$ cat config.mk
export PLATFORM = sky130hd
export DESIGN_NAME = interrupt_global_control
export DESIGN_NICKNAME = d
export VERILOG_FILES = /design/src/irq_ctl_pkg.sv /design/src/irq_cfg_if.sv /design/src/interrupt_global_control.sv /design/src/ext_edge_det.sv
export VERILOG_INCLUDE_DIRS = /design/src
export SDC_FILE = /design/constraint.sdc
export NUM_CORES = 1
export LEC_CHECK = 0
export ABC_AREA = 1
export ABC_CLOCK_PERIOD_IN_PS = 1600
export BUFFER_PORTS_ARGS = -buffer_cell sky130_fd_sc_hd__buf_4
export CAP_MARGIN = 40
export CELL_PAD_IN_SITES_DETAIL_PLACEMENT = 1
export CELL_PAD_IN_SITES_GLOBAL_PLACEMENT = 1
export CORE_UTILIZATION = 23
export DETAILED_ROUTE_END_ITERATION = 8
export GPL_ROUTABILITY_DRIVEN = 0
export PLACE_DENSITY_LB_ADDON = 0.12
export RECOVER_POWER = 100
export SKIP_LAST_GASP = 1
export SYNTH_ARGS = -nofsm -noshare
export SYNTH_HDL_FRONTEND = slang
export SYNTH_HIERARCHICAL = 1
export SYNTH_SLANG_ARGS = --single-unit
$ cat constraint.sdc
create_clock -name ref_clk -period 1.6 [get_ports ref_clk]
set_input_delay 0.32 -clock ref_clk [delete_from_list [all_inputs] [get_ports ref_clk]]
set_output_delay 0.32 -clock ref_clk [all_outputs]
set_load 0.01 [all_outputs]
$ cat src/irq_ctl_defines.svh
// Register offsets, field positions, reset values and AXI response codes
`ifndef IRQ_CTL_DEFINES_SVH
`define IRQ_CTL_DEFINES_SVH

`define GCTL_OFS        12'h000
`define GCTL_CLR_OFS    12'h004
`define GCTL_SET_OFS    12'h008
`define GCTL_INV_OFS    12'h00c
`define ISTAT_OFS       12'h010
`define IEN_OFS         12'h014
`define ICLR_OFS        12'h018
`define PTMR_OFS        12'h01c

`define SHADOW_BIT      16
`define MULTI_VECTOR_ENABLE_BIT        12
`define TPC_LSB         8
`define TPC_MSB         10
`define EXT_COUNT       5
`define GCTL_IMPL_MASK  32'h0001_171f
`define GCTL_RESET      32'h0000_0000
`define PTMR_RESET      32'h0000_0000
`define AXI_OKAY        2'b00
`define AXI_SLVERR      2'b10

`endif

$ cat src/irq_ctl_pkg.sv
// Types shared by the global interrupt control block
package irq_ctl_pkg;
    typedef enum logic [2:0] {
        PT_IDLE = 3'b001,
        PT_RUN  = 3'b010,
        PT_DONE = 3'b100
    } ptmr_state_e;
    typedef logic [31:0] word_t;
endpackage

$ cat src/irq_cfg_if.sv
// Configuration bundle between register file and edge detector
`timescale 1ns/1ps
interface irq_cfg_if;
    logic [4:0] polarity;
    logic [4:0] edge_hit;
    modport ctl (output polarity, input edge_hit);
    modport det (input polarity, output edge_hit);
endinterface

$ cat src/interrupt_global_control.sv
// Global interrupt control register with AXI4-Lite access and proximity timer
//
// The implementer's own choices: register access over AXI4-Lite and the address map.
`timescale 1ns/1ps
`include "irq_ctl_defines.svh"
// Overview of operation
// Shadow bit set: single vector uses shadow set
// Multi-vector bit selects multi or single mode
// Threshold 000 disables timer; else priority <= value
// Threshold 001: only priority 1 starts timer
// Per-input polarity bit: one rising, zero falling
// Unimplemented bits read zero, ignore writes
// Clear, set, invert aliases at +4, +8, +C
// Aliases clear/set/toggle selected bits; base reads value
module interrupt_global_control (
    input  wire logic        ref_clk,
    input  wire logic        sys_rst,
    input  wire logic [11:0] s_axi_awaddr,
    input  wire logic        s_axi_awvalid,
    output logic             s_axi_awready,
    input  wire logic [31:0] s_axi_wdata,
    input  wire logic [3:0]  s_axi_wstrb,
    input  wire logic        s_axi_wvalid,
    output logic             s_axi_wready,
    output logic [1:0]       s_axi_bresp,
    output logic             s_axi_bvalid,
    input  wire logic        s_axi_bready,
    input  wire logic [11:0] s_axi_araddr,
    input  wire logic        s_axi_arvalid,
    output logic             s_axi_arready,
    output logic [31:0]      s_axi_rdata,
    output logic [1:0]       s_axi_rresp,
    output logic             s_axi_rvalid,
    input  wire logic        s_axi_rready,
    input  wire logic [4:0]  ext_irq_in,
    input  wire logic        core_irq_valid,
    input  wire logic [2:0]  core_irq_priority,
    output logic             multi_vector_mode,
    output logic             single_vector_shadow,
    output logic             proximity_timer_running,
    output logic [4:0]       ext_irq_event,
    output logic             irq
);
    // ------------------------------------------------------------
    // Storage
    // ------------------------------------------------------------
    irq_ctl_pkg::word_t      ctl_r;
    irq_ctl_pkg::word_t      ctl_nxt;
    logic [5:0]              stat_r;
    logic [5:0]              stat_nxt;
    logic [5:0]              ien_r;
    logic [5:0]              ien_nxt;
    irq_ctl_pkg::word_t      ptmr_reload_r;
    irq_ctl_pkg::word_t      ptmr_reload_nxt;
    irq_ctl_pkg::word_t      ptmr_cnt_r;
    irq_ctl_pkg::word_t      ptmr_cnt_nxt;
    irq_ctl_pkg::ptmr_state_e pt_state_r;
    irq_ctl_pkg::ptmr_state_e pt_state_nxt;
    logic [11:0]             awaddr_r;
    logic [11:0]             awaddr_nxt;
    logic                    aw_have_r;
    logic                    aw_have_nxt;
    logic [31:0]             wdata_r;
    logic [31:0]             wdata_nxt;
    logic [3:0]              wstrb_r;
    logic [3:0]              wstrb_nxt;
    logic                    w_have_r;
    logic                    w_have_nxt;
    logic                    bvalid_r;
    logic                    bvalid_nxt;
    logic [1:0]              bresp_r;
    logic [1:0]              bresp_nxt;
    logic                    rvalid_r;
    logic                    rvalid_nxt;
    logic [31:0]             rdata_r;
    logic [31:0]             rdata_nxt;
    logic [1:0]              rresp_r;
    logic [1:0]              rresp_nxt;
    logic [4:0]              evt_r;
    logic [4:0]              evt_nxt;

    irq_cfg_if cfg_bus ();

    // ------------------------------------------------------------
    // Helpers
    // ------------------------------------------------------------
    // Byte-lane merge, used by every writable register
    function automatic logic [31:0] lane_mask(input logic [3:0] strb);
        lane_mask = {{8{strb[3]}}, {8{strb[2]}}, {8{strb[1]}}, {8{strb[0]}}};
    endfunction

    // Whether a priority may start the proximity timer
    function automatic logic prio_starts(input logic [2:0] thr, input logic [2:0] prio);
        if (thr == 3'h0)
            prio_starts = 1'b0;
        else if (thr == 3'h1)
            prio_starts = (prio == 3'h1);
        else
            prio_starts = (prio <= thr);
    endfunction

    function automatic logic known_addr(input logic [11:0] a);
        known_addr = ({a[11:2], 2'b00} <= `PTMR_OFS);
    endfunction

    // ------------------------------------------------------------
    // Edge detection on external inputs
    // ------------------------------------------------------------
    assign cfg_bus.polarity = ctl_r[4:0];

    ext_edge_det u_det (
        .ref_clk    (ref_clk),
        .sys_rst    (sys_rst),
        .ext_irq_in (ext_irq_in),
        .cfg        (cfg_bus.det)
    );

    // ------------------------------------------------------------
    // Write channel handling
    // ------------------------------------------------------------
    logic       wr_go;
    logic [31:0] wmask;
    logic [2:0] thr;
    logic       pt_start;
    logic       pt_expire;

    // Address and data accepted in either order; answer once both are held
    assign s_axi_awready = ~aw_have_r & ~bvalid_r;
    assign s_axi_wready  = ~w_have_r & ~bvalid_r;
    assign wr_go         = aw_have_r & w_have_r & ~bvalid_r;
    assign wmask         = lane_mask(wstrb_r) & wdata_r;
    assign thr           = ctl_r[`TPC_MSB:`TPC_LSB];
    assign pt_start      = core_irq_valid & prio_starts(thr, core_irq_priority);

    always_comb begin
        awaddr_nxt  = awaddr_r;
        aw_have_nxt = aw_have_r;
        wdata_nxt   = wdata_r;
        wstrb_nxt   = wstrb_r;
        w_have_nxt  = w_have_r;
        bvalid_nxt  = bvalid_r;
        bresp_nxt   = bresp_r;
        if (s_axi_awvalid && s_axi_awready) begin
            awaddr_nxt  = s_axi_awaddr;
            aw_have_nxt = 1'b1;
        end
        if (s_axi_wvalid && s_axi_wready) begin
            wdata_nxt  = s_axi_wdata;
            wstrb_nxt  = s_axi_wstrb;
            w_have_nxt = 1'b1;
        end
        if (wr_go) begin
            aw_have_nxt = 1'b0;
            w_have_nxt  = 1'b0;
            bvalid_nxt  = 1'b1;
            bresp_nxt   = known_addr(awaddr_r) ? `AXI_OKAY : `AXI_SLVERR;
        end else if (bvalid_r && s_axi_bready) begin
            bvalid_nxt = 1'b0;
        end
    end

    // ------------------------------------------------------------
    // Register updates
    // ------------------------------------------------------------
    // Alias writes touch only the bits written as one; holes stay zero
    always_comb begin
        ctl_nxt         = ctl_r;
        ien_nxt         = ien_r;
        ptmr_reload_nxt = ptmr_reload_r;
        stat_nxt        = stat_r;
        if (wr_go) begin
            unique case ({2'b00, awaddr_r[11:2]})
                `GCTL_OFS >> 2:
                    ctl_nxt = ((ctl_r & ~lane_mask(wstrb_r)) | wmask)
                              & `GCTL_IMPL_MASK;
                `GCTL_CLR_OFS >> 2: ctl_nxt = ctl_r & ~wmask;
                `GCTL_SET_OFS >> 2:
                    ctl_nxt = (ctl_r | wmask) & `GCTL_IMPL_MASK;
                `GCTL_INV_OFS >> 2:
                    ctl_nxt = (ctl_r ^ wmask) & `GCTL_IMPL_MASK;
                `IEN_OFS >> 2:  ien_nxt = (ien_r & ~{6{wstrb_r[0]}}) | wmask[5:0];
                `ICLR_OFS >> 2: stat_nxt = stat_r & ~wmask[5:0];
                `PTMR_OFS >> 2:
                    ptmr_reload_nxt = (ptmr_reload_r & ~lane_mask(wstrb_r)) | wmask;
                default: ;
            endcase
        end
        // Events win over a clear in the same cycle
        stat_nxt = stat_nxt | {pt_expire, cfg_bus.edge_hit};
    end

    // ------------------------------------------------------------
    // Proximity timer
    // ------------------------------------------------------------
    // Counts down from the reload value once a qualifying interrupt arrives
    assign pt_expire = (pt_state_r == irq_ctl_pkg::PT_DONE);

    always_comb begin
        pt_state_nxt = pt_state_r;
        ptmr_cnt_nxt = ptmr_cnt_r;
        unique case (pt_state_r)
            irq_ctl_pkg::PT_IDLE: begin
                if (pt_start) begin
                    ptmr_cnt_nxt = ptmr_reload_r;
                    pt_state_nxt = irq_ctl_pkg::PT_RUN;
                end
            end
            irq_ctl_pkg::PT_RUN: begin
                if (thr == 3'h0) begin
                    pt_state_nxt = irq_ctl_pkg::PT_IDLE;
                end else if (ptmr_cnt_r == 32'h0000_0000) begin
                    pt_state_nxt = irq_ctl_pkg::PT_DONE;
                end else begin
                    ptmr_cnt_nxt = ptmr_cnt_r - 32'h0000_0001;
                end
            end
            irq_ctl_pkg::PT_DONE: pt_state_nxt = irq_ctl_pkg::PT_IDLE;
            default: pt_state_nxt = irq_ctl_pkg::PT_IDLE;
        endcase
    end

    // ------------------------------------------------------------
    // Read channel
    // ------------------------------------------------------------
    assign s_axi_arready = ~rvalid_r;

    always_comb begin
        rvalid_nxt = rvalid_r;
        rdata_nxt  = rdata_r;
        rresp_nxt  = rresp_r;
        if (s_axi_arvalid && s_axi_arready) begin
            rvalid_nxt = 1'b1;
            rresp_nxt  = `AXI_OKAY;
            unique case ({2'b00, s_axi_araddr[11:2]})
                `GCTL_OFS >> 2:  rdata_nxt = ctl_r;
                `ISTAT_OFS >> 2: rdata_nxt = {26'h0000000, stat_r};
                `IEN_OFS >> 2:   rdata_nxt = {26'h0000000, ien_r};
                `PTMR_OFS >> 2:  rdata_nxt = ptmr_reload_r;
                default: begin
                    // Alias and clear addresses are write-only
                    rdata_nxt = 32'h0000_0000;
                    rresp_nxt = known_addr(s_axi_araddr) ? `AXI_OKAY : `AXI_SLVERR;
                end
            endcase
        end else if (rvalid_r && s_axi_rready) begin
            rvalid_nxt = 1'b0;
        end
    end

    assign evt_nxt = cfg_bus.edge_hit;

    // ------------------------------------------------------------
    // State registers
    // ------------------------------------------------------------
    always_ff @(posedge ref_clk) begin
        if (sys_rst) begin
            ctl_r         <= `GCTL_RESET;
            stat_r        <= 6'h00;
            ien_r         <= 6'h00;
            ptmr_reload_r <= `PTMR_RESET;
            ptmr_cnt_r    <= 32'h0000_0000;
            pt_state_r    <= irq_ctl_pkg::PT_IDLE;
            awaddr_r      <= 12'h000;
            aw_have_r     <= 1'b0;
            wdata_r       <= 32'h0000_0000;
            wstrb_r       <= 4'h0;
            w_have_r      <= 1'b0;
            bvalid_r      <= 1'b0;
            bresp_r       <= 2'h0;
            rvalid_r      <= 1'b0;
            rdata_r       <= 32'h0000_0000;
            rresp_r       <= 2'h0;
            evt_r         <= 5'h00;
        end else begin
            ctl_r         <= ctl_nxt;
            stat_r        <= stat_nxt;
            ien_r         <= ien_nxt;
            ptmr_reload_r <= ptmr_reload_nxt;
            ptmr_cnt_r    <= ptmr_cnt_nxt;
            pt_state_r    <= pt_state_nxt;
            awaddr_r      <= awaddr_nxt;
            aw_have_r     <= aw_have_nxt;
            wdata_r       <= wdata_nxt;
            wstrb_r       <= wstrb_nxt;
            w_have_r      <= w_have_nxt;
            bvalid_r      <= bvalid_nxt;
            bresp_r       <= bresp_nxt;
            rvalid_r      <= rvalid_nxt;
            rdata_r       <= rdata_nxt;
            rresp_r       <= rresp_nxt;
            evt_r         <= evt_nxt;
        end
    end

    // ------------------------------------------------------------
    // Outputs
    // ------------------------------------------------------------
    assign s_axi_bvalid            = bvalid_r;
    assign s_axi_bresp             = bresp_r;
    assign s_axi_rvalid            = rvalid_r;
    assign s_axi_rdata             = rdata_r;
    assign s_axi_rresp             = rresp_r;
    assign multi_vector_mode       = ctl_r[`MULTI_VECTOR_ENABLE_BIT];
    assign single_vector_shadow    = ctl_r[`SHADOW_BIT] & ~ctl_r[`MULTI_VECTOR_ENABLE_BIT];
    assign proximity_timer_running = (pt_state_r == irq_ctl_pkg::PT_RUN);
    assign ext_irq_event           = evt_r;
    assign irq                     = |(stat_r & ien_r);
endmodule

$ cat src/ext_edge_det.sv
// Synchroniser and polarity-selectable edge detector for external interrupts
`timescale 1ns/1ps
`include "irq_ctl_defines.svh"
module ext_edge_det (
    input  wire logic        ref_clk,
    input  wire logic        sys_rst,
    input  wire logic [4:0]  ext_irq_in,
    irq_cfg_if.det           cfg
);
    logic [4:0] meta_r;
    logic [4:0] sync_r;
    logic [4:0] last_r;
    logic [4:0] meta_nxt;
    logic [4:0] sync_nxt;
    logic [4:0] last_nxt;
    logic [2:0] fill_r;
    logic [2:0] fill_nxt;

    // Two stages before use; the second stage and its one-cycle-older copy feed the detector
    // Fill marker holds detection off until history holds real pin levels,
    // so a pin idling high gives no false edge after reset; an edge in
    // the cycle before the first sample after reset is lost; later edges are all seen
    always_comb begin
        meta_nxt = ext_irq_in;
        sync_nxt = meta_r;
        last_nxt = sync_r;
        fill_nxt = {fill_r[1:0], 1'b1};
    end

    always_ff @(posedge ref_clk) begin
        if (sys_rst) begin
            meta_r <= 5'h00;
            sync_r <= 5'h00;
            last_r <= 5'h00;
            fill_r <= 3'h0;
        end else begin
            meta_r <= meta_nxt;
            sync_r <= sync_nxt;
            last_r <= last_nxt;
            fill_r <= fill_nxt;
        end
    end

    // One polarity bit per input: one = rising, zero = falling
    genvar i;
    generate
        for (i = 0; i < `EXT_COUNT; i++) begin : g_det
            assign cfg.edge_hit[i] = fill_r[2] & (cfg.polarity[i]
                                     ? (sync_r[i] & ~last_r[i])
                                     : (~sync_r[i] & last_r[i]));
        end
    endgenerate
endmodule

* Word-level counts from Yosys, hierarchy flattened
Cells that the tools add are included.
Storage, ports and cells: register bits after elaboration 222, bits of input ports 76, output and inout bits 50
Cells by class: add/subtract/negate cells 1, $lt $le $gt $ge 3, eq/ne operators 18, multiplexer cells 27, bitwise operators 53, reductions and logical operators 21
Operator list (count):
- 32-bit one-hot mux with 4 select lines | 2
- 32-bit bitwise AND | 3
- 32-bit 2-to-1 mux | 3
- 32-bit inverter | 2
- 32-bit one-hot mux with 2 select lines | 1
- 10-bit by 3-bit == test with 1-bit output (second input constant) | 6
- 17-bit OR | 2
- 32-bit logical NOT | 1
- 32-bit OR | 1
- 32-bit by 1-bit subtractor with 32-bit output (second input constant) | 1
- 12-bit by 5-bit <= comparator with 1-bit output (second input constant) | 2
- 1-bit bitwise AND | 21
- 10-bit by 2-bit == test with 1-bit output (second input constant) | 2
- 10-bit logical NOT | 2
- 6-bit bitwise AND | 3
- 17-bit bitwise AND | 1
- 17-bit XOR | 1
- 1-bit inverter | 15
- 1-bit 2-to-1 mux | 12
- 6-bit 2-to-1 mux | 2
- 6-bit inverter | 2
- 6-bit OR | 2
- 10-bit by 1-bit == test with 1-bit output (second input constant) | 1
- 3-bit by 1-bit == test with 1-bit output (second input constant) | 3
- other kinds (17) | 32

* Logic depth before layout (Yosys ltp)
Gate-level depths: netlist of run 1.
word-level depth 6, mapped depth 13

* Cells and area by module
The synthesis of run 1 kept the hierarchy.
By module, submodules not included:
- interrupt_global_control | instances 1, cells each 1487, area an instance 10028.4 um^2
- ext_edge_det | instances 1, cells each 85, area an instance 636.9 um^2

* Worst setup path before layout of run 1
No wires, ideal clock.
path kind register to register, start point register (tool-made name), end point register ptmr_cnt_r[15], setup time 0.113 ns, arrival time 1.538 ns, data required time 1.487 ns, setup slack -0.051 ns, stages on the path, launching flop included 12, path through dfxtp_1 inv_1 ha_1 a21oi_1 o21ai_0 nand2_1 nand2_1 nand2_1 nand3_4 buf_6 nor2_1 nor2_1
RTL lines:
- to (signal assigned) | line interrupt_global_control.sv:279 | ptmr_cnt_r <= ptmr_cnt_nxt;
- to (decl) | line interrupt_global_control.sv:55 | irq_ctl_pkg::word_t ptmr_cnt_r;

* Worst setup path after layout of run 1
start point register stat_r[5], end point output port irq
On the way: cells in the longest elaborated chain, start to end 2
Ends and longest elaborated chain:
- from (decl) | line interrupt_global_control.sv:49 | logic [5:0] stat_r;
- from (signal assigned) | line interrupt_global_control.sv:276 | stat_r <= stat_nxt;
- 6-bit bitwise AND | line interrupt_global_control.sv:307 | assign irq = |(stat_r & ien_r);
- 6-bit OR reduction | line interrupt_global_control.sv:307
- to (decl) | line interrupt_global_control.sv:42 | output logic irq
No other way between the ends.

==> metrics.md, run 1 <==
| Metric | Value |
|---|---|
| Register Area | `4390 sq um` |
| Post-synthesis sequential area ratio | `0.409` |
| DR iter-0 viols | `290` |
| Crit. End Element | `primary output` |
| Die X-Extent | `217 um` |
| RSZ-0062 raised after global routing | `yes` |
| Failing checks | `negative setup slack` |
| Crit path DAT | `1.51 ns` |
| Endpoints failing setup | `70` |
| Final wirelength | `41900 um` |
| Fin nets | `1982` |
| Syn avg cell area | `6.78 sq um` |
| Initial antenna violation count | `0` |
| Fin. Hold Viols | `0` |
| Worst slew margin | `0.262` |
| HP Start | `s_axi_awaddr[7]` |
| Number of buffers created by CTS | `28` |
| FF-to-FF setup slack | `-0.17 ns` |
| Synth async-reset ratio | `0` |
| Global-route wire length before repair | `65400 um` |
| Total core area | `45600 sq um` |
| Max clock buf depth | `3` |
| Switch share | `0.385` |
| Std-Cell Rows | `78` |
| Yosys cell types | `41` |
| Reg power frac | `0.274` |
| CP max FO | `2` |
| GRT overflow | `0` |
| CTS tree | `done` |
| Maximum vdd ir drop | `733 uV` |
| Worst endpoint required time | `1.28 ns` |
| DP Worst Slack | `-0.225 ns` |
| Net Switching | `8.62 mW` |
| Die height | `217 um` |
| Reg2Reg Depth | `14` |
| FMAX | `545 MHz` |
| Crit Path Category | `reg2out` |
| Minimum clock period | `1.83 ns` |
| Worst Tran Pin Value | `1.11 ns` |
| Static Leakage | `6.89 nW` |
| Final worst setup slack | `-0.234 ns` |
| DR WL/cell | `16.8 um` |
| Drt first pass iters | `4` |
| Pin count of the biggest net entering global routing | `79` |
| Status | `finished with violations` |
| Most frequent cells in the layout | `nand2_1 (273), buf_4 (229), nor2_1 (207)` |
| Main synth FF type | `dfxtp_1` |
| EDFF count, synth | `0` |
| DP Area | `13500 sq um` |
| DP HPWL | `30300 um` |
| Clock Skews | `0.0132 ns` |
| Max-Cap Viols | `0` |
| Count of pins over their slew limit | `0` |
| Share of layout cells above drive strength 1 | `0.307` |
| Routed vias/inst | `4.44` |
| Antenna viol nets, final | `0` |
| DIE AREA | `47200 sq um` |
| Clk slew on worst S/H paths | `0.06 ns` |
| Post-Layout Cell Count | `2498` |
| Diode count | `0` |
| Placed cells | `2392` |
| Critical path launch point type | `register` |
| Hold WC Path Type | `in2reg` |
| CTS Sinks | `218` |
| Clk pwr share | `0.274` |
| Comb pwr share | `0.452` |
| Vias in the first global route | `11600` |
| CTS H-tree lvls | `1` |
| IO Port Bufs | `119` |
| Pint | `13.8 mW` |
| Hold path cells | `3` |
| DR DRC count | `0` |
| IO Count | `126` |
| Multi-input gate area in the final layout | `6070 sq um` |
| Gr usage total | `0.177` |
| Vias after detailed routing | `11100` |
| Mapped cell area | `10700 sq um` |
| Clk root buf | `clkbuf_16` |
| Area delta synth->final | `48.4%` |
| Synth warn | `6` |
| Crit. Startpoint | `stat_r[5]` |
| Worst skew pair latency | `0.56 ns` |
| Filler cell count | `5550` |
| Final period util | `1.15` |
| Most frequent standard cell in the layout excluding fill and tap cells | `nand2_1` |
| Seq cells post-synth | `218` |
| Design area | `15800 sq um` |
| Cells after Synth | `1572` |
| Starting density of the core | `0.234` |
| Cell area power density | `1410 nW/um^2` |
-- routing by layer --
| layer | global-route usage | part of all wire | up-vias |
|---|---|---|---|
| li1 | - | - | 5652 |
| met1 | 0.243 | 0.49 | 5254 |
| met4 | 0.0418 | 0.018 | 0 |
| met3 | 0.0245 | 0.036 | 47 |
| met5 | 0 | 0 | - |
| met2 | 0.293 | 0.46 | 140 |
-- cell usage after synthesis (2+ instances only) --
cell type | instances | area share
o21ai_1 | 14 | 0.0066
nor2_4 | 5 | 0.0053
o22ai_1 | 8 | 0.0047
nor3_1 | 7 | 0.0033
a21oi_4 | 2 | 0.0031
buf_4 | 3 | 0.0021
o21ai_0 | 136 | 0.064
nand3b_1 | 2 | 0.0014
nor2_2 | 7 | 0.0041
nor2_8 | 2 | 0.0038
a21oi_1 | 131 | 0.061
xor2_1 | 5 | 0.0041
nor2_1 | 261 | 0.092
inv_1 | 192 | 0.068
inv_2 | 6 | 0.0021
o211ai_1 | 27 | 0.019
buf_2 | 9 | 0.0042
buf_6 | 10 | 0.011
nand2_2 | 11 | 0.0065
nand3_1 | 91 | 0.043
ha_1 | 24 | 0.028
dfxtp_1 | 218 | 0.41
a31o_1 | 4 | 0.0033
clkbuf_1 | 41 | 0.014
nand2_1 | 323 | 0.11
nor3_4 | 2 | 0.0031
nand4_1 | 7 | 0.0041
a211oi_1 | 2 | 0.0014
nand2_4 | 2 | 0.0021
buf_1 | 9 | 0.0032
-- through the flow --
step           utilization  hold WS, ns  TNS [ns]  power [mW]
3_3_place_gp         0.296        0.390     -7.11        14.7
3_5_place_dp         0.296        0.394     -8.76        14.8
2_1_floorplan            -        0.388         0        10.8
5_1_grt              0.347       0.0125    -22.80        24.0
6_report             0.347       0.0222     -7.06        22.4
4_1_cts              0.334     0.000457     -4.96        22.1
-- cell type report --
type | count | area share
Clock inverter | 14 | 0.00759
Multi-Input combinational cell | 1086 | 0.384
Clock buffer | 32 | 0.0478
Sequential cell | 218 | 0.277
Timing Repair Buffer | 349 | 0.188
Tap cell | 600 | 0.0474
Inverter | 199 | 0.0479
-- what timing repair did --
| action | CTS | global route |
|---|---|---|
| endpoints found under the setup margin | 61 | 102 |
| gates resized for setup | 131 | 219 |
| pin swaps | 52 | 67 |
| cloned | 6 | 4 |
| hold buffers | 16 | 0 |
| setup buffers | 19 | 16 |
| endpoints found under the hold margin | 16 | 0 |
-- logic make-up (layout without fill, tap and decap cells) --
| logic type | Yosys count | after routing | share of synthesized area |
|---|---|---|---|
| other | 1 | 2 | 0.000352 |
| DFF | 218 | 218 | 0.409 |
| xor gates and xnor gates | 5 | 5 | 0.00411 |
| and+or+nand+nor | 723 | 726 | 0.285 |
| adders and majority gates | 24 | 24 | 0.0282 |
| buffers and inverters | 272 | 594 | 0.106 |
| AOI/OAI and AO/OA | 329 | 329 | 0.167 |
-- worst paths after layout --
check / end
worst max-delay path: irq
worst min-delay path: awaddr_r[7]
worst max register to register: ptmr_cnt_r[6]
worst min register to register: u_det/last_nxt[0]
-- critical path, stage by stage, from the launching register on --
cell and delay (ns):
dfxtp_2 0.32, inv_2 0.05, o22ai_2 0.08, a221oi_2 0.21
o221ai_2 0.13, buf_4 0.16
-- power by group through the flow --
| stage | Clock (mW) | Combinational, mW | Sequential (mW) |
|---|---|---|---|
| 2_1_floorplan | 0 | 4.65 | 6.12 |
| 3_3_place_gp | 0 | 8.50 | 6.19 |
| 3_5_place_dp | 0 | 8.62 | 6.19 |
| 4_1_cts | 6.35 | 9.65 | 6.09 |
| 5_1_grt | 6.57 | 11.2 | 6.18 |
| 6_report | 6.13 | 10.1 | 6.14 |
(Power assumes the default switching activity.)
==> run 2: changes to the inputs <==
--- a/config.mk
+++ b/config.mk
@@ -17,6 +17,7 @@
 export GPL_ROUTABILITY_DRIVEN = 0
 export PLACE_DENSITY_LB_ADDON = 0.12
 export RECOVER_POWER = 100
+export SETUP_SLACK_MARGIN = 0.1
 export SKIP_LAST_GASP = 1
 export SYNTH_ARGS = -nofsm -noshare
 export SYNTH_HDL_FRONTEND = slang
==> run 2 against run 1 <==
  * The run still ends with negative setup slack left
  * Critical path type unchanged
  * Die area stayed put
  * Sequential power hardly changed
  * Wire length is 5.3% higher
  * Flip-flop and latch count stayed put
  * Clock skew is 0.00073 ns lower
  * Sequential share of layout area is 0.87 points lower
  * Register-to-register slack worse by 0.03 ns
  * Cell count is 1.2% higher
  * Via count is 0.78% higher
  * Critical endpoint unchanged
  * Clock-buffer cell count is 6 higher
  * Non-clock buffer count is 24 higher
==> metrics.md, run 2 (synthesis gave the netlist of run 1 again) <==
| Metric | Value |
|---|---|
| Status | `finished with violations` |
| Failing checks | `negative setup slack` |
| DP HPWL | `30500 um` |
| Cell area power density | `1400 nW/um^2` |
| Final worst setup slack | `-0.232 ns` |
| Critical path launch point type | `register` |
| Pin count of the biggest net entering global routing | `74` |
| Routed vias/inst | `4.42` |
| Crit. End Element | `primary output` |
| Hold_ws | `0.0280 ns` |
| CTS tree | `done` |
| Diode count | `0` |
| Crit Path Category | `reg2out` |
| FMAX | `546 MHz` |
| Antenna viol nets, final | `0` |
| DR DRC count | `0` |
| Number of buffers created by CTS | `28` |
| Drt first pass iters | `4` |
| Starting density of the core | `0.234` |
| Clk slew on worst S/H paths | `0.06 ns` |
| Max clock buf depth | `3` |
| Die X-Extent | `217 um` |
| Final wirelength | `44100 um` |
| Worst Tran Pin Value | `0.998 ns` |
| Design area | `16300 sq um` |
| Fin nets | `2007` |
| Setup TNS Final | `-11.00 ns` |
| Vias in the first global route | `11700` |
| Clk root buf | `clkbuf_16` |
| Std-Cell Rows | `78` |
| Die height | `217 um` |
| IO Port Bufs | `119` |
| Minimum clock period | `1.83 ns` |
| Total core area | `45600 sq um` |
| Worst slew margin | `0.335` |
| DR WL/cell | `17.4 um` |
| CTS Sinks | `218` |
| RSZ-0062 raised after global routing | `yes` |
| Endpoints failing setup | `95` |
| Gr usage total | `0.182` |
| Worst skew pair latency | `0.56 ns` |
| Initial antenna violation count | `0` |
| Crit path DAT | `1.51 ns` |
| Global-route wire length before repair | `66900 um` |
| Most frequent cells in the layout | `nand2_1 (291), buf_4 (232), nor2_1 (211)` |
| DR iter-0 viols | `392` |
| Final period util | `1.15` |
| IO Count | `126` |
| Hold WC Path Type | `in2reg` |
| CTS H-tree lvls | `1` |
| DIE AREA | `47200 sq um` |
| Area delta synth->final | `53.2%` |
| Static Leakage | `7.13 nW` |
| Worst endpoint required time | `1.28 ns` |
| DP Area | `13500 sq um` |
| Maximum vdd ir drop | `695 uV` |
| Count of pins over their slew limit | `0` |
| Clock Skews | `0.0125 ns` |
| Most frequent standard cell in the layout excluding fill and tap cells | `nand2_1` |
| Filler cell count | `5538` |
| CP max FO | `2` |
| Fin. Hold Viols | `0` |
| GRT overflow | `0` |
| Max-Cap Viols | `0` |
| Vias after detailed routing | `11200` |
| Share of layout cells above drive strength 1 | `0.316` |
-- run 2: worst max-delay path, stage by stage (launching register included) --
cell	delay [ns]
dfxtp_2	0.33
inv_2	0.05
o22ai_2	0.08
a221oi_2	0.19
o221ai_2	0.14
buf_4	0.16
-- run 2: layout make-up --
cell class                      instances  area, sq um  share of cell area
Tap cell                              600          751              0.0459
Sequential cell                       218         4390               0.269
Multi-Input combinational cell       1087         6180               0.378
Clock buffer                           38          810              0.0495
Inverter                              199          766              0.0469
Clock inverter                         12          140             0.00858
Timing Repair Buffer                  373         3310               0.203
-- run 2: timing repair --
item,CTS,global route
pin swaps,46,59
endpoints found under the setup margin,107,131
buffers inserted,22,23
endpoints found under the hold margin,18,0
gates cloned,12,8
hold buffers,18,0
resized for setup,229,131
-- run 2: worst paths after layout --
check | from | endpoint | slack (ns) | cells after the start
worst min-delay path | s_axi_wdata[15] | wdata_r[15] | 0.03 | 3
worst max-delay path | stat_r[5] | irq | -0.23 | 5
worst max register to register | register | ptmr_cnt_r[9] | -0.20 | 13
worst min register to register | u_det/meta_r[4] | u_det/last_nxt[4] | 0.40 | 2
-- run 2: power breakdown --
part           total, mW  internal [mW]  leakage [nW]  switching, mW
registers           6.15           5.79          1.78          0.361
clock network       6.54           4.00         0.468           2.54
logic               10.1           4.50          4.89           5.62
-- run 2: routing by layer --
metal  wire [um]  vias up  GRT usage
met3        1330       48     0.0222
met2       20800      138      0.299
met1       21100     5287      0.250
met5           0        -          0
met4         803        0     0.0434
li1            -     5706          -
-- run 2: metrics by stage --
step / power, mW / util / std cells / setup WS, ns
after global placement: 15.0 / 0.296 / 2397 / -0.157
after global routing: 24.3 / 0.359 / 2527 / -0.332
after detailed placement: 15.1 / 0.296 / 2397 / -0.181
after floorplan: 10.8 / - / 1573 / 0.0913
final: 22.8 / 0.359 / 2527 / -0.232
after CTS: 22.7 / 0.347 / 2497 / -0.283
==> run 3: changes to the inputs <==
--- a/config.mk
+++ b/config.mk
@@ -12,6 +12,7 @@
 export CAP_MARGIN = 40
 export CELL_PAD_IN_SITES_DETAIL_PLACEMENT = 1
 export CELL_PAD_IN_SITES_GLOBAL_PLACEMENT = 1
+export CORE_ASPECT_RATIO = 1.5
 export CORE_UTILIZATION = 23
 export DETAILED_ROUTE_END_ITERATION = 8
 export GPL_ROUTABILITY_DRIVEN = 0
==> run 3 against run 2 <==
  * The run ends with max-capacitance violations, max-slew violations, negative setup slack left
  * Power decreased by 1.1%
  * Sequential power about the same
  * First-iteration DRC count decreased by 4.8%
  * Die area about the same
  * Worst setup slack got worse by 0.014 ns
  * Clock skew increased by 0.0012 ns
  * Combinational power about the same
  * Wire length decreased by 2.2%
  * Critical endpoint is now ptmr_cnt_r[24]
==> metrics.md, run 3 (synthesis gave the netlist of run 1 again) <==
| Metric | Value |
|---|---|
| Status | `finished with violations` |
| Failing checks | `max-capacitance violations, max-slew violations, negative setup slack` |
| Clk slew on worst S/H paths | `0.06 ns` |
| DP HPWL | `31300 um` |
| Number of buffers created by CTS | `26` |
| RSZ-0062 raised after global routing | `yes` |
| IO Port Bufs | `119` |
| Crit. End Element | `register` |
| Antenna viol nets, final | `0` |
| Count of pins over their slew limit | `62` |
| Max-Cap Viols | `1` |
| Most frequent cells in the layout | `nand2_1 (289), buf_4 (240), nor2_1 (215)` |
| Routed vias/inst | `4.47` |
| Clk root buf | `clkbuf_16` |
| Die X-Extent | `178 um` |
| DR iter-0 viols | `373` |
| Vias in the first global route | `11700` |
| Total core area | `45800 sq um` |
| Worst Tran Pin Value | `1.62 ns` |
| Worst endpoint required time | `2.03 ns` |
| DP Area | `13600 sq um` |
| Drt first pass iters | `4` |
| Maximum vdd ir drop | `689 uV` |
| Design area | `16000 sq um` |
| Initial antenna violation count | `0` |
| Filler cell count | `5610` |
| Std-Cell Rows | `96` |
| Hold_ws | `0.0297 ns` |
| Fin. Hold Viols | `0` |
| Diode count | `0` |
| CTS H-tree lvls | `1` |
| Area delta synth->final | `49.9%` |
| FMAX | `542 MHz` |
| IO Count | `126` |
| Reg2Reg Depth | `14` |
| Hold path cells | `3` |
| Starting density of the core | `0.233` |
| Share of layout cells above drive strength 1 | `0.316` |
| Final worst setup slack | `-0.246 ns` |
| Minimum clock period | `1.85 ns` |
| Static Leakage | `7.03 nW` |
| Cell area power density | `1410 nW/um^2` |
| DR DRC count | `0` |
| CP max FO | `6` |
| Endpoints failing setup | `90` |
| Crit Path Category | `reg2reg` |
| Crit path DAT | `2.28 ns` |
| CTS tree | `done` |
| Pin count of the biggest net entering global routing | `66` |
| Worst slew margin | `-0.0796` |
| Worst skew pair latency | `0.55 ns` |
| Final period util | `1.15` |
| DIE AREA | `47300 sq um` |
| GRT overflow | `0` |
| Final wirelength | `43100 um` |
| Vias after detailed routing | `11200` |
| Most frequent standard cell in the layout excluding fill and tap cells | `nand2_1` |
| Clock Skews | `0.0138 ns` |
| Die height | `266 um` |
| CTS Sinks | `218` |
| DR WL/cell | `17.3 um` |
| Fin nets | `1991` |
| Post-layout util | `0.349` |
| Gr usage total | `0.182` |
| Critical path launch point type | `register` |
| Hold WC Path Type | `in2reg` |
| Max clock buf depth | `3` |
| Global-route wire length before repair | `65800 um` |
## run 3: cell types whose count changed in the layout (fill, tap and decap cells not counted), sizes merged
cell	delta
dlygate4sd3	-13
inv	+1
clkinvlp	-1
clkbuf	-9
buf	+6
bufinv	-1
## run 3: path summary, 6_finish.rpt
path	slack, ns	startpoint	endpoint
setup / recovery	-0.25	register	ptmr_cnt_r[24]
hold / removal	0.03	s_axi_wdata[28]	wdata_r[28]
setup reg to reg	-0.25	register	ptmr_cnt_r[24]
hold reg to reg	0.40	u_det/meta_r[3]	u_det/last_nxt[3]
## run 3: final cells by class
type / count / area (sq um) / share of cell area
flip-flops and latches: 218 / 4390 / 0.275
repair buffers: 359 / 3110 / 0.195
clock inverters: 11 / 114 / 0.00712
multi-input cells: 1087 / 6110 / 0.382
inverters: 199 / 769 / 0.0481
well taps: 588 / 736 / 0.0460
clock buffers: 36 / 759 / 0.0475
## run 3: critical path, stage by stage, from the launching register on
cell and delay, ns:
dfxtp_2 0.35, inv_4 0.05, ha_4 0.27, nand3_2 0.07, nand2_1 0.05, inv_1 0.03
nand2_1 0.07, nand2_2 0.06, nand2_2 0.09, nand3_4 0.12, buf_12 0.16, buf_8 0.12
buf_16 0.15, nor2_4 0.11, nor2_2 0.04
## run 3: metrics by stage
| step | instances | TNS [ns] | setup slack, ns | total power [mW] |
|---|---|---|---|---|
| after floorplan | 1573 | 0 | 0.0913 | 10.8 |
| after global placement | 2397 | -12.13 | -0.314 | 15.0 |
| after detailed placement | 2397 | -15.89 | -0.313 | 15.1 |
| after CTS | 2488 | -6.99 | -0.280 | 22.2 |
| after global routing | 2498 | -25.27 | -0.354 | 24.1 |
| final | 2498 | -9.09 | -0.246 | 22.6 |
## run 3: routing by layer
metal,wire (um),GRT usage,vias to the layer above
met3,1350,0.0208,72
met4,1500,0.0670,0
li1,-,-,5667
met5,0,0,-
met2,22700,0.338,169
met1,17500,0.209,5258
## run 3: power by group
part	internal [mW]	switching (mW)	total (mW)
clock network	3.63	2.49	6.12
logic	4.58	5.74	10.3
registers	5.79	0.333	6.12
## run 3: timing repair
item / in CTS / in global routing
endpoints found under the hold margin: 5 / 0
setup endpoints to repair: 112 / 153
pin swaps: 56 / 55
gates resized for setup: 258 / 101
gates cloned: 13 / 4
hold buffers: 5 / 0
setup buffers: 27 / 12
